[config.mk]
export PLATFORM = sky130hd
export DESIGN_NAME = tsp_dev_flat
export DESIGN_NICKNAME = d
export VERILOG_FILES = /design/src/tsp_pkg.sv /design/src/tsp_if.sv /design/src/tsp_dev.sv /design/src/flat_wrapper.sv
export SDC_FILE = /design/constraint.sdc
export NUM_CORES = 1
export LEC_CHECK = 0
export ABC_AREA = 1
export BUFFER_PORTS_ARGS = -buffer_cell sky130_fd_sc_hd__buf_2
export CAP_MARGIN = 5
export CELL_PAD_IN_SITES_DETAIL_PLACEMENT = 1
export CELL_PAD_IN_SITES_GLOBAL_PLACEMENT = 1
export CORE_MARGIN = 3
export CORE_UTILIZATION = 42
export DETAILED_ROUTE_END_ITERATION = 8
export PLACE_DENSITY_LB_ADDON = 0.1
export SLEW_MARGIN = 20
export SYNTH_ARGS = -nofsm -noshare
export SYNTH_HDL_FRONTEND = slang
export SYNTH_SLANG_ARGS = --single-unit
export TNS_END_PERCENT = 30
[constraint.sdc]
create_clock -name clk -period 7.09 [get_ports clk]
set_input_delay 1.418 -clock clk [delete_from_list [all_inputs] [get_ports clk]]
set_output_delay 1.418 -clock clk [all_outputs]
set_load 0.02 [all_outputs]
[src/tsp_pkg.sv]
// Constants shared by both ends of the sensor's serial port.
// Assumes one 25 MHz clock per end; the link pins cross in by sync.
//
// Operation
// - Mode 3: serial clock idles high
// - Change data on fall, sample on rise
// - Address byte then whole data bytes
// - Most significant bit first each chunk
// - Host clocks between 1 and 25 MHz; the host here uses half periods of 8 to 12 clocks, so 25/24 to 25/16 MHz
// - Host writes configuration before each start; the bench skips it before the aborted start
// - Only the host starts a measurement
// - Device measures alone once started
// - Dedicated line flags measurement done
// - Host reads results after the flag
// - Selecting the device stops its activity
package tsp_pkg;
    // ------------------------------------------------------------
    // Clock and link timing
    // ------------------------------------------------------------
    localparam int CLK_HZ = 25_000_000;
    localparam int SCLK_MIN_HZ = 1_000_000;
    localparam int SCLK_MAX_HZ = 25_000_000;
    localparam int SYNC_N = 3;
    // Longest half period still at or above the least link rate
    localparam int SCLK_HALF_MAX = CLK_HZ / (2 * SCLK_MIN_HZ);
    // Device answers four clocks after a fall, host sync adds three
    localparam int SCLK_HALF_MIN = 8;
    localparam int SCLK_HALF_DEF = 8;
    // ------------------------------------------------------------
    // Framing
    // ------------------------------------------------------------
    localparam int CHUNK_W = 8;
    localparam int RD_FLAG_BIT = 7;
    localparam logic CPOL = 1'b1;
    localparam logic CPHA = 1'b1;
    localparam int LEN_W = 8;
    // ------------------------------------------------------------
    // Device register map
    // ------------------------------------------------------------
    localparam int REG_N = 16;
    localparam logic [6:0] ADDR_STATUS = 7'h10;
    localparam logic [6:0] ADDR_RESULT = 7'h11;
    localparam logic [6:0] ADDR_FRAMES = 7'h12;
    localparam logic [6:0] ADDR_START = 7'h7F;
    localparam int STAT_BUSY_BIT = 0;
    localparam int STAT_PEND_BIT = 1;
    localparam int STAT_DONE_BIT = 2;
    localparam logic [7:0] REG_RST = 8'h00;
    // ------------------------------------------------------------
    // Measurement length
    // ------------------------------------------------------------
    localparam int MEAS_TIME_US = 100;
    localparam int MEAS_CYC = MEAS_TIME_US * (CLK_HZ / 1_000_000);
    // ------------------------------------------------------------
    // Host states
    // ------------------------------------------------------------
    typedef enum logic [2:0] {
        TSP_IDLE = 3'b000,
        TSP_HIGH = 3'b001,
        TSP_LOW = 3'b010,
        TSP_FETCH = 3'b011,
        TSP_HOLD = 3'b100,
        TSP_GAP = 3'b101
    } tsp_hst_t;
endpackage : tsp_pkg

[src/tsp_if.sv]
// Pins between the host and the sensor's serial port.
// Assumes the bench connects both ends; data out has a pull-up.
`timescale 1ns/1ps
interface tsp_if;
    logic sclk;
    logic cs_n;
    logic mosi;
    logic miso;
    logic miso_oe;
    logic irq;
    logic miso_pin;

    // Released data line floats high through the pull-up
    assign miso_pin = miso_oe ? miso : 1'b1;

    modport dev (
        input sclk,
        input cs_n,
        input mosi,
        output miso,
        output miso_oe,
        output irq
    );
    modport host (
        output sclk,
        output cs_n,
        output mosi,
        input miso_pin,
        input irq
    );
endinterface : tsp_if

[src/tsp_dev.sv]
// Device end: serial register slave plus the measurement sequencer.
// Assumes link pins are asynchronous to clk; the engine supplies a
// result byte that is captured when a measurement ends.
`timescale 1ns/1ps
module tsp_dev
    import tsp_pkg::*;
#(
    parameter int MEAS_CYCLES = MEAS_CYC
) (
    input logic clk,
    input logic rst,
    tsp_if.dev link,
    input logic [7:0] meas_result,
    output logic [7:0] meas_config,
    output logic meas_busy,
    output logic [7:0] frame_count
);
    localparam int CNT_W = $clog2(MEAS_CYCLES + 1);

    // ------------------------------------------------------------
    // Elaboration checks
    // ------------------------------------------------------------
    if (MEAS_CYCLES < 1) begin : g_bad_meas
        $error("MEAS_CYCLES must be at least one");
    end

    typedef struct packed {
        logic [SYNC_N-1:0] sclk_s;
        logic [SYNC_N-1:0] cs_s;
        logic [SYNC_N-1:0] mosi_s;
        logic sclk_l;
        logic cs_l;
        logic mosi_l;
        logic [2:0] bit_cnt;
        logic [7:0] rx_sh;
        logic [7:0] tx_sh;
        logic first;
        logic wr;
        logic [6:0] addr;
        logic miso;
        logic miso_oe;
        logic pend;
        logic busy;
        logic [CNT_W-1:0] cnt;
        logic irq;
        logic [7:0] result;
        logic [7:0] frames;
        logic [REG_N-1:0][7:0] regs;
    } tsp_dev_st_t;

    tsp_dev_st_t q;
    tsp_dev_st_t d;
    logic sclk_n;
    logic cs_n_n;
    logic mosi_n;
    logic rise;
    logic fall;
    logic sel_start;
    logic sel_end;
    logic [7:0] rx_byte;
    logic [7:0] status;

    // ------------------------------------------------------------
    // Filtered pin levels and link events
    // ------------------------------------------------------------
    // A change counts only once the second and third stages agree
    assign sclk_n = (q.sclk_s[1] == q.sclk_s[2]) ? q.sclk_s[2] : q.sclk_l;
    assign cs_n_n = (q.cs_s[1] == q.cs_s[2]) ? q.cs_s[2] : q.cs_l;
    assign mosi_n = (q.mosi_s[1] == q.mosi_s[2]) ? q.mosi_s[2] : q.mosi_l;
    assign sel_start = q.cs_l & ~cs_n_n;
    assign sel_end = ~q.cs_l & cs_n_n;
    // Edges count only inside a frame; idle level is high
    assign rise = ~q.cs_l & ~cs_n_n & ~q.sclk_l & sclk_n;
    assign fall = ~q.cs_l & ~cs_n_n & q.sclk_l & ~sclk_n;
    assign rx_byte = {q.rx_sh[6:0], mosi_n};
    assign status = {5'h00, q.irq, q.pend, q.busy};

    // ------------------------------------------------------------
    // Register read decode
    // ------------------------------------------------------------
    // Unmapped addresses read as zero
    function automatic logic [7:0] rd_reg(tsp_dev_st_t s,
                                          logic [7:0] st,
                                          logic [6:0] a);
        logic [7:0] v;
        v = 8'h00;
        if (a < 7'(REG_N)) begin
            v = s.regs[a[3:0]];
        end else if (a == ADDR_STATUS) begin
            v = st;
        end else if (a == ADDR_RESULT) begin
            v = s.result;
        end else if (a == ADDR_FRAMES) begin
            v = s.frames;
        end
        return v;
    endfunction : rd_reg

    // ------------------------------------------------------------
    // Next state
    // ------------------------------------------------------------
    // Link shifter, register file and sequencer in one pass
    always_comb begin
        d = q;
        d.sclk_s = {q.sclk_s[SYNC_N-2:0], link.sclk};
        d.cs_s = {q.cs_s[SYNC_N-2:0], link.cs_n};
        d.mosi_s = {q.mosi_s[SYNC_N-2:0], link.mosi};
        d.sclk_l = sclk_n;
        d.cs_l = cs_n_n;
        d.mosi_l = mosi_n;

        // Frame start: drive out, restart the byte framing
        if (sel_start) begin
            d.bit_cnt = 3'd0;
            d.first = 1'b1;
            d.tx_sh = 8'h00;
            d.miso = 1'b0;
            d.miso_oe = 1'b1;
            // Selecting stops a running measurement at once
            d.busy = 1'b0;
            d.cnt = '0;
            d.irq = 1'b0;
        end

        // Frame end: release the line; a byte cut short is dropped
        if (sel_end) begin
            d.miso_oe = 1'b0;
            // Park low while released so the next select moves nothing
            d.miso = 1'b0;
            d.bit_cnt = 3'd0;
            // A start written in the frame runs only once deselected
            if (q.pend) begin
                d.pend = 1'b0;
                d.busy = 1'b1;
                d.cnt = '0;
            end
        end

        // Outgoing bit changes on the falling edge
        if (fall) begin
            d.miso = q.tx_sh[7];
            d.tx_sh = {q.tx_sh[6:0], 1'b0};
        end

        // Incoming bit is taken on the rising edge
        if (rise) begin
            d.rx_sh = rx_byte;
            d.bit_cnt = q.bit_cnt + 3'd1;
            if (q.bit_cnt == 3'd7) begin
                if (q.first) begin
                    d.first = 1'b0;
                    d.wr = ~rx_byte[RD_FLAG_BIT];
                    // A read preloads its first byte, so step past it
                    d.addr = rx_byte[RD_FLAG_BIT] ? rx_byte[6:0] + 7'd1
                                                  : rx_byte[6:0];
                    if (rx_byte[RD_FLAG_BIT]) begin
                        d.tx_sh = rd_reg(q, status, rx_byte[6:0]);
                    end
                end else begin
                    // Address steps on for every further byte
                    d.addr = q.addr + 7'd1;
                    if (q.wr) begin
                        if (q.addr < 7'(REG_N)) begin
                            d.regs[q.addr[3:0]] = rx_byte;
                        end
                        if (q.addr == ADDR_START) begin
                            d.pend = 1'b1;
                        end
                    end else begin
                        d.tx_sh = rd_reg(q, status, q.addr);
                    end
                end
            end
        end

        // Measurement runs with no link traffic needed
        if (q.busy && !sel_start) begin
            d.cnt = q.cnt + CNT_W'(1);
            if (q.cnt == CNT_W'(MEAS_CYCLES - 1)) begin
                d.busy = 1'b0;
                // Done flag is set only when no select clears it in the same cycle
                d.irq = 1'b1;
                d.result = meas_result;
                d.frames = q.frames + 8'd1;
            end
        end
    end

    // ------------------------------------------------------------
    // State register
    // ------------------------------------------------------------
    always_ff @(posedge clk or posedge rst) begin
        if (rst) begin
            q <= '0;
            q.sclk_s <= '1;
            q.cs_s <= '1;
            q.sclk_l <= CPOL;
            q.cs_l <= 1'b1;
            q.regs <= {REG_N{REG_RST}};
        end else begin
            q <= d;
        end
    end

    // ------------------------------------------------------------
    // Outputs
    // ------------------------------------------------------------
    assign link.miso = q.miso;
    assign link.miso_oe = q.miso_oe;
    assign link.irq = q.irq;
    assign meas_config = q.regs[0];
    assign meas_busy = q.busy;
    assign frame_count = q.frames;
endmodule : tsp_dev

[src/flat_wrapper.sv]
// flat-port wrapper written by rule: the top's interface ports become plain ports
module tsp_dev_flat import tsp_pkg::*;
#(
    parameter int MEAS_CYCLES = MEAS_CYC
)
  (clk, rst, meas_result, meas_config, meas_busy, frame_count, link_sclk, link_cs_n, link_mosi, link_miso, link_miso_oe, link_irq);
  tsp_if link_i ();
  input logic clk;
  input logic rst;
  input logic [7:0] meas_result;
  output logic [7:0] meas_config;
  output logic meas_busy;
  output logic [7:0] frame_count;
  input wire logic [$bits(link_i.sclk)-1:0] link_sclk;
  input wire logic [$bits(link_i.cs_n)-1:0] link_cs_n;
  input wire logic [$bits(link_i.mosi)-1:0] link_mosi;
  output wire logic [$bits(link_i.miso)-1:0] link_miso;
  output wire logic [$bits(link_i.miso_oe)-1:0] link_miso_oe;
  output wire logic [$bits(link_i.irq)-1:0] link_irq;
  assign link_i.sclk = link_sclk;
  assign link_i.cs_n = link_cs_n;
  assign link_i.mosi = link_mosi;
  assign link_miso = link_i.miso;
  assign link_miso_oe = link_i.miso_oe;
  assign link_irq = link_i.irq;
  tsp_dev #(.MEAS_CYCLES(MEAS_CYCLES)) u_core (.clk(clk), .rst(rst), .link(link_i), .meas_result(meas_result), .meas_config(meas_config), .meas_busy(meas_busy), .frame_count(frame_count));
endmodule
==> results.md <==
- Die Width: 174 um
- Fin util: 46.1%
- Row cnt: 60
- Post-CTS Resized: 0
- CTS root buffer: clkbuf_16
- H-tree Lvls: 4
- Static leakage: 6.16 nW
- Vias in the first global route: 11261
- Cell variety after synth: 45
- Height of the die: 174 um
- Initial Util: between 40% and 50%
- CORE AREA: 27300 um^2
- Hold Crit Class: reg -> reg
- Post-Synth Adder-Cell Area: under 10%
- Synth Area in Compound Gates: 14.6%
- Synth Cell Area: 11800 um^2
- Final Wtd Congestion: between 0.9 and 1
- Crit Path Category: reg -> reg
- Buf/Inv on CP: 2
- Worst path cell trace: inv_1 -> nand2_1 -> o21a_1 -> inv_1 -> ha_1 -> nor2_1 -> nand3_1 -> nor3_1 -> nand2_1 -> nor2_1 -> and3_1 -> nand2_1 -> xor2_1
- Num Clock Sinks: 200
- Crit-path max FO: 12
- Top FF cell, synth: dfrtp_1
- Endpoints failing setup: 0
- Clk Latency, worst-skew pair: 460 ps
- Fin. Hold Viols: 0
- Syn Nets: 1685
- Synth warnings: 0
- Post-Synth Simple-Gate Area: 30.9%
- Crit path launch type: register
- Synth Instances: 1661
- Critical Path Max Stage Delay: approximately 630 ps
- I/O pins: 33
- Power Dens Cells: 232 nW/um^2
- Postcts setup bufs: 0
- Post-synthesis xor/xnor area fraction: 0.593%
- Overall routing resource usage: 27.9%
- Initial drt markers: 931
- Worst Setup SP: u_core.q[190]$_DFF_PP1_
- First-pass GRT wire length: between 60 and 70 mm
- Area Growth Syn to Fin: 6.59%
- Vias per cell: approximately 5.5
- Worst setup margin: 3660 ps
- Multi-input logic area: 5610 um^2
- Sequential area share after synthesis: roughly 42%
- Final WL: 41.3 mm
- Synth async-reset ratio: 100%
- TritonCTS clock tree: built
- Clk pin slew, worst setup/hold paths: 70 ps
- Max-slew violations: 0
- Hold_buf cts: 0
- Max cap viols: 0
- RR Startpoint: u_core.q[190]$_DFF_PP1_
- Crit end category: register
- Critical Path Most Common Cell: nand2_1
- Drt pass-1 iters: 5
- Peak Freq: around 290 MHz
- Fin crit share: 48.4%
- Tightest Pin Transition: ~1100 ps
- Pre-CTS WS: 3660 ps
- Crit-path leading delay family: simple AND/OR/NAND/NOR gates
- Die area: roughly 30000 um^2
- CTS Buffer Depth: 2
- Worst Skew: between 15 and 20 ps
- Area contributors post-synth: dfrtp_1, nand2_1, nand3_1, o21ai_0, inv_1
- Max stage delay cell, worst path: nor2_1
- Register cell area after layout: 5020 um^2
- Worst vdd ir: 0.204 mV
- Layout fillers: 3532
- Antenna-violating nets left: 0
- Leading area contributor after synthesis: dfrtp_1
- Combinational family with the most area after synthesis: simple AND/OR/NAND/NOR gates
- Rel. slew slack: 28.0%
- Worst EP arrival: 3770 ps
- Number of flops mapped to enable cells by yosys: 0
- Top-area cell type share of the netlist area: between 40% and 50%
- Post-synthesis mux area share: 0%
- Worst Hold Launch: u_core.d[199]$_DFF_PP1_
- WL/cell: 20.6 um
- Vias: 11059
- Count leader, synth: nand2_1
- Final #Nets: 1645
- Fin Setup TNS: 0 ps
- Top cells by count, synth: nand2_1, dfrtp_1, inv_1
- Antenna cells: 0
- Mean Syn Cell Area: 7.12 um^2
- RSZ-0062 raised after global routing: false
- Worst EP required: 7430 ps
- Design Area, Final: 12600 um^2
- DPL Wire Length: approximately 27 mm
- DR DRC count: 0
- Fin crit period: 3430 ps
- Initial antenna violation count: 0
- Fraction of layout cells with a size suffix above 1: approximately a tenth
- CTS buffer count: 17
- FF+latch count, synth: 200
- Buffers on Ports: 32
- Placed cell areas: 12000 um^2
- Largest net degree at the start of global routing: between 100 and 150
- GR Overflow Total: 0
- Outcome: finished, final reports clean
[stage by stage]
| step | std cells | hold slack [ps] | power (W) |
|---|---|---|---|
| finish | 2006 | 359 | 0.00292 |
| floorplan | 1661 | 331 | 0.00163 |
| global route | 2006 | 367 | 0.00306 |
| detailed placement | 1974 | 339 | 0.00191 |
| CTS | 2006 | 359 | 0.00294 |
| global placement | 1974 | 334 | 0.00189 |
[final cells by class]
type                       count  area share, %
multi-input combinational   1187           44.5
clock inverter                12           1.23
sequential                   200           39.8
clock buffer                  20           3.47
timing repair buffer          48           2.25
inverter                     167           5.06
tap                          372           3.69
[report_power, final]
group          internal [W]  switching [W]
registers           0.00117      0.0000540
logic              0.000134       0.000538
clock network      0.000535       0.000498
[flip-flops by register name, summed over array words and instances, names as in the netlist]
| name | flops |
|---|---|
| u_core.meas_config | 8 |
| u_core.meas_busy | 1 |
| u_core.link.irq | 1 |
| u_core.link.miso | 1 |
| u_core.q | 174 |
| u_core.link.miso_oe | 1 |
| u_core.d | 6 |
| u_core.frame_count | 8 |
[layer usage]
layer	track usage, %	wire length [um]	vias up	share of wire [%]
li1	-	-	5235	-
met4	7.10	735	0	1.8
met3	4.36	2000	43	4.8
met1	39.3	19200	5510	46
met2	45.0	19400	271	47
met5	0	0	-	0
[final timing paths]
path	end	slack [ps]	cells past startpoint
min in group asynchronous	u_core.q[148]$_DFF_PP0_	1150	2
hold reg to reg	u_core.d[200]$_DFF_PP1_	360	0
max in group asynchronous	u_core.q[31]$_DFFE_PP0P_	4570	3
hold / removal	u_core.d[200]$_DFF_PP1_	360	0
setup / recovery	u_core.frame_count[6]$_DFFE_PP0P_	3660	13
setup reg to reg	u_core.frame_count[6]$_DFFE_PP0P_	3660	13
[cells in the final DEF, fill, tap and decap left out, drive strengths merged, types with 6 or more instances in the layout]
cell type	synthesis	layout
a21oi	52	52
buf	60	48
clkbuf	47	20
clkinv	5	7
dfrtp	192	192
dfstp	8	8
ha	11	11
inv	162	170
nand2	595	595
nand3	154	154
nand4	19	19
nor2	82	82
nor3	6	6
o211ai	6	6
o21ai	226	226
o22ai	8	8
[cells by family after synthesis]
family,count (synthesis)
simple gates,864
xor+xnor,8
flops,200
compound gates,304
fa+ha+maj,11
buf+inv,274
Power figures use the tool's default switching activity.
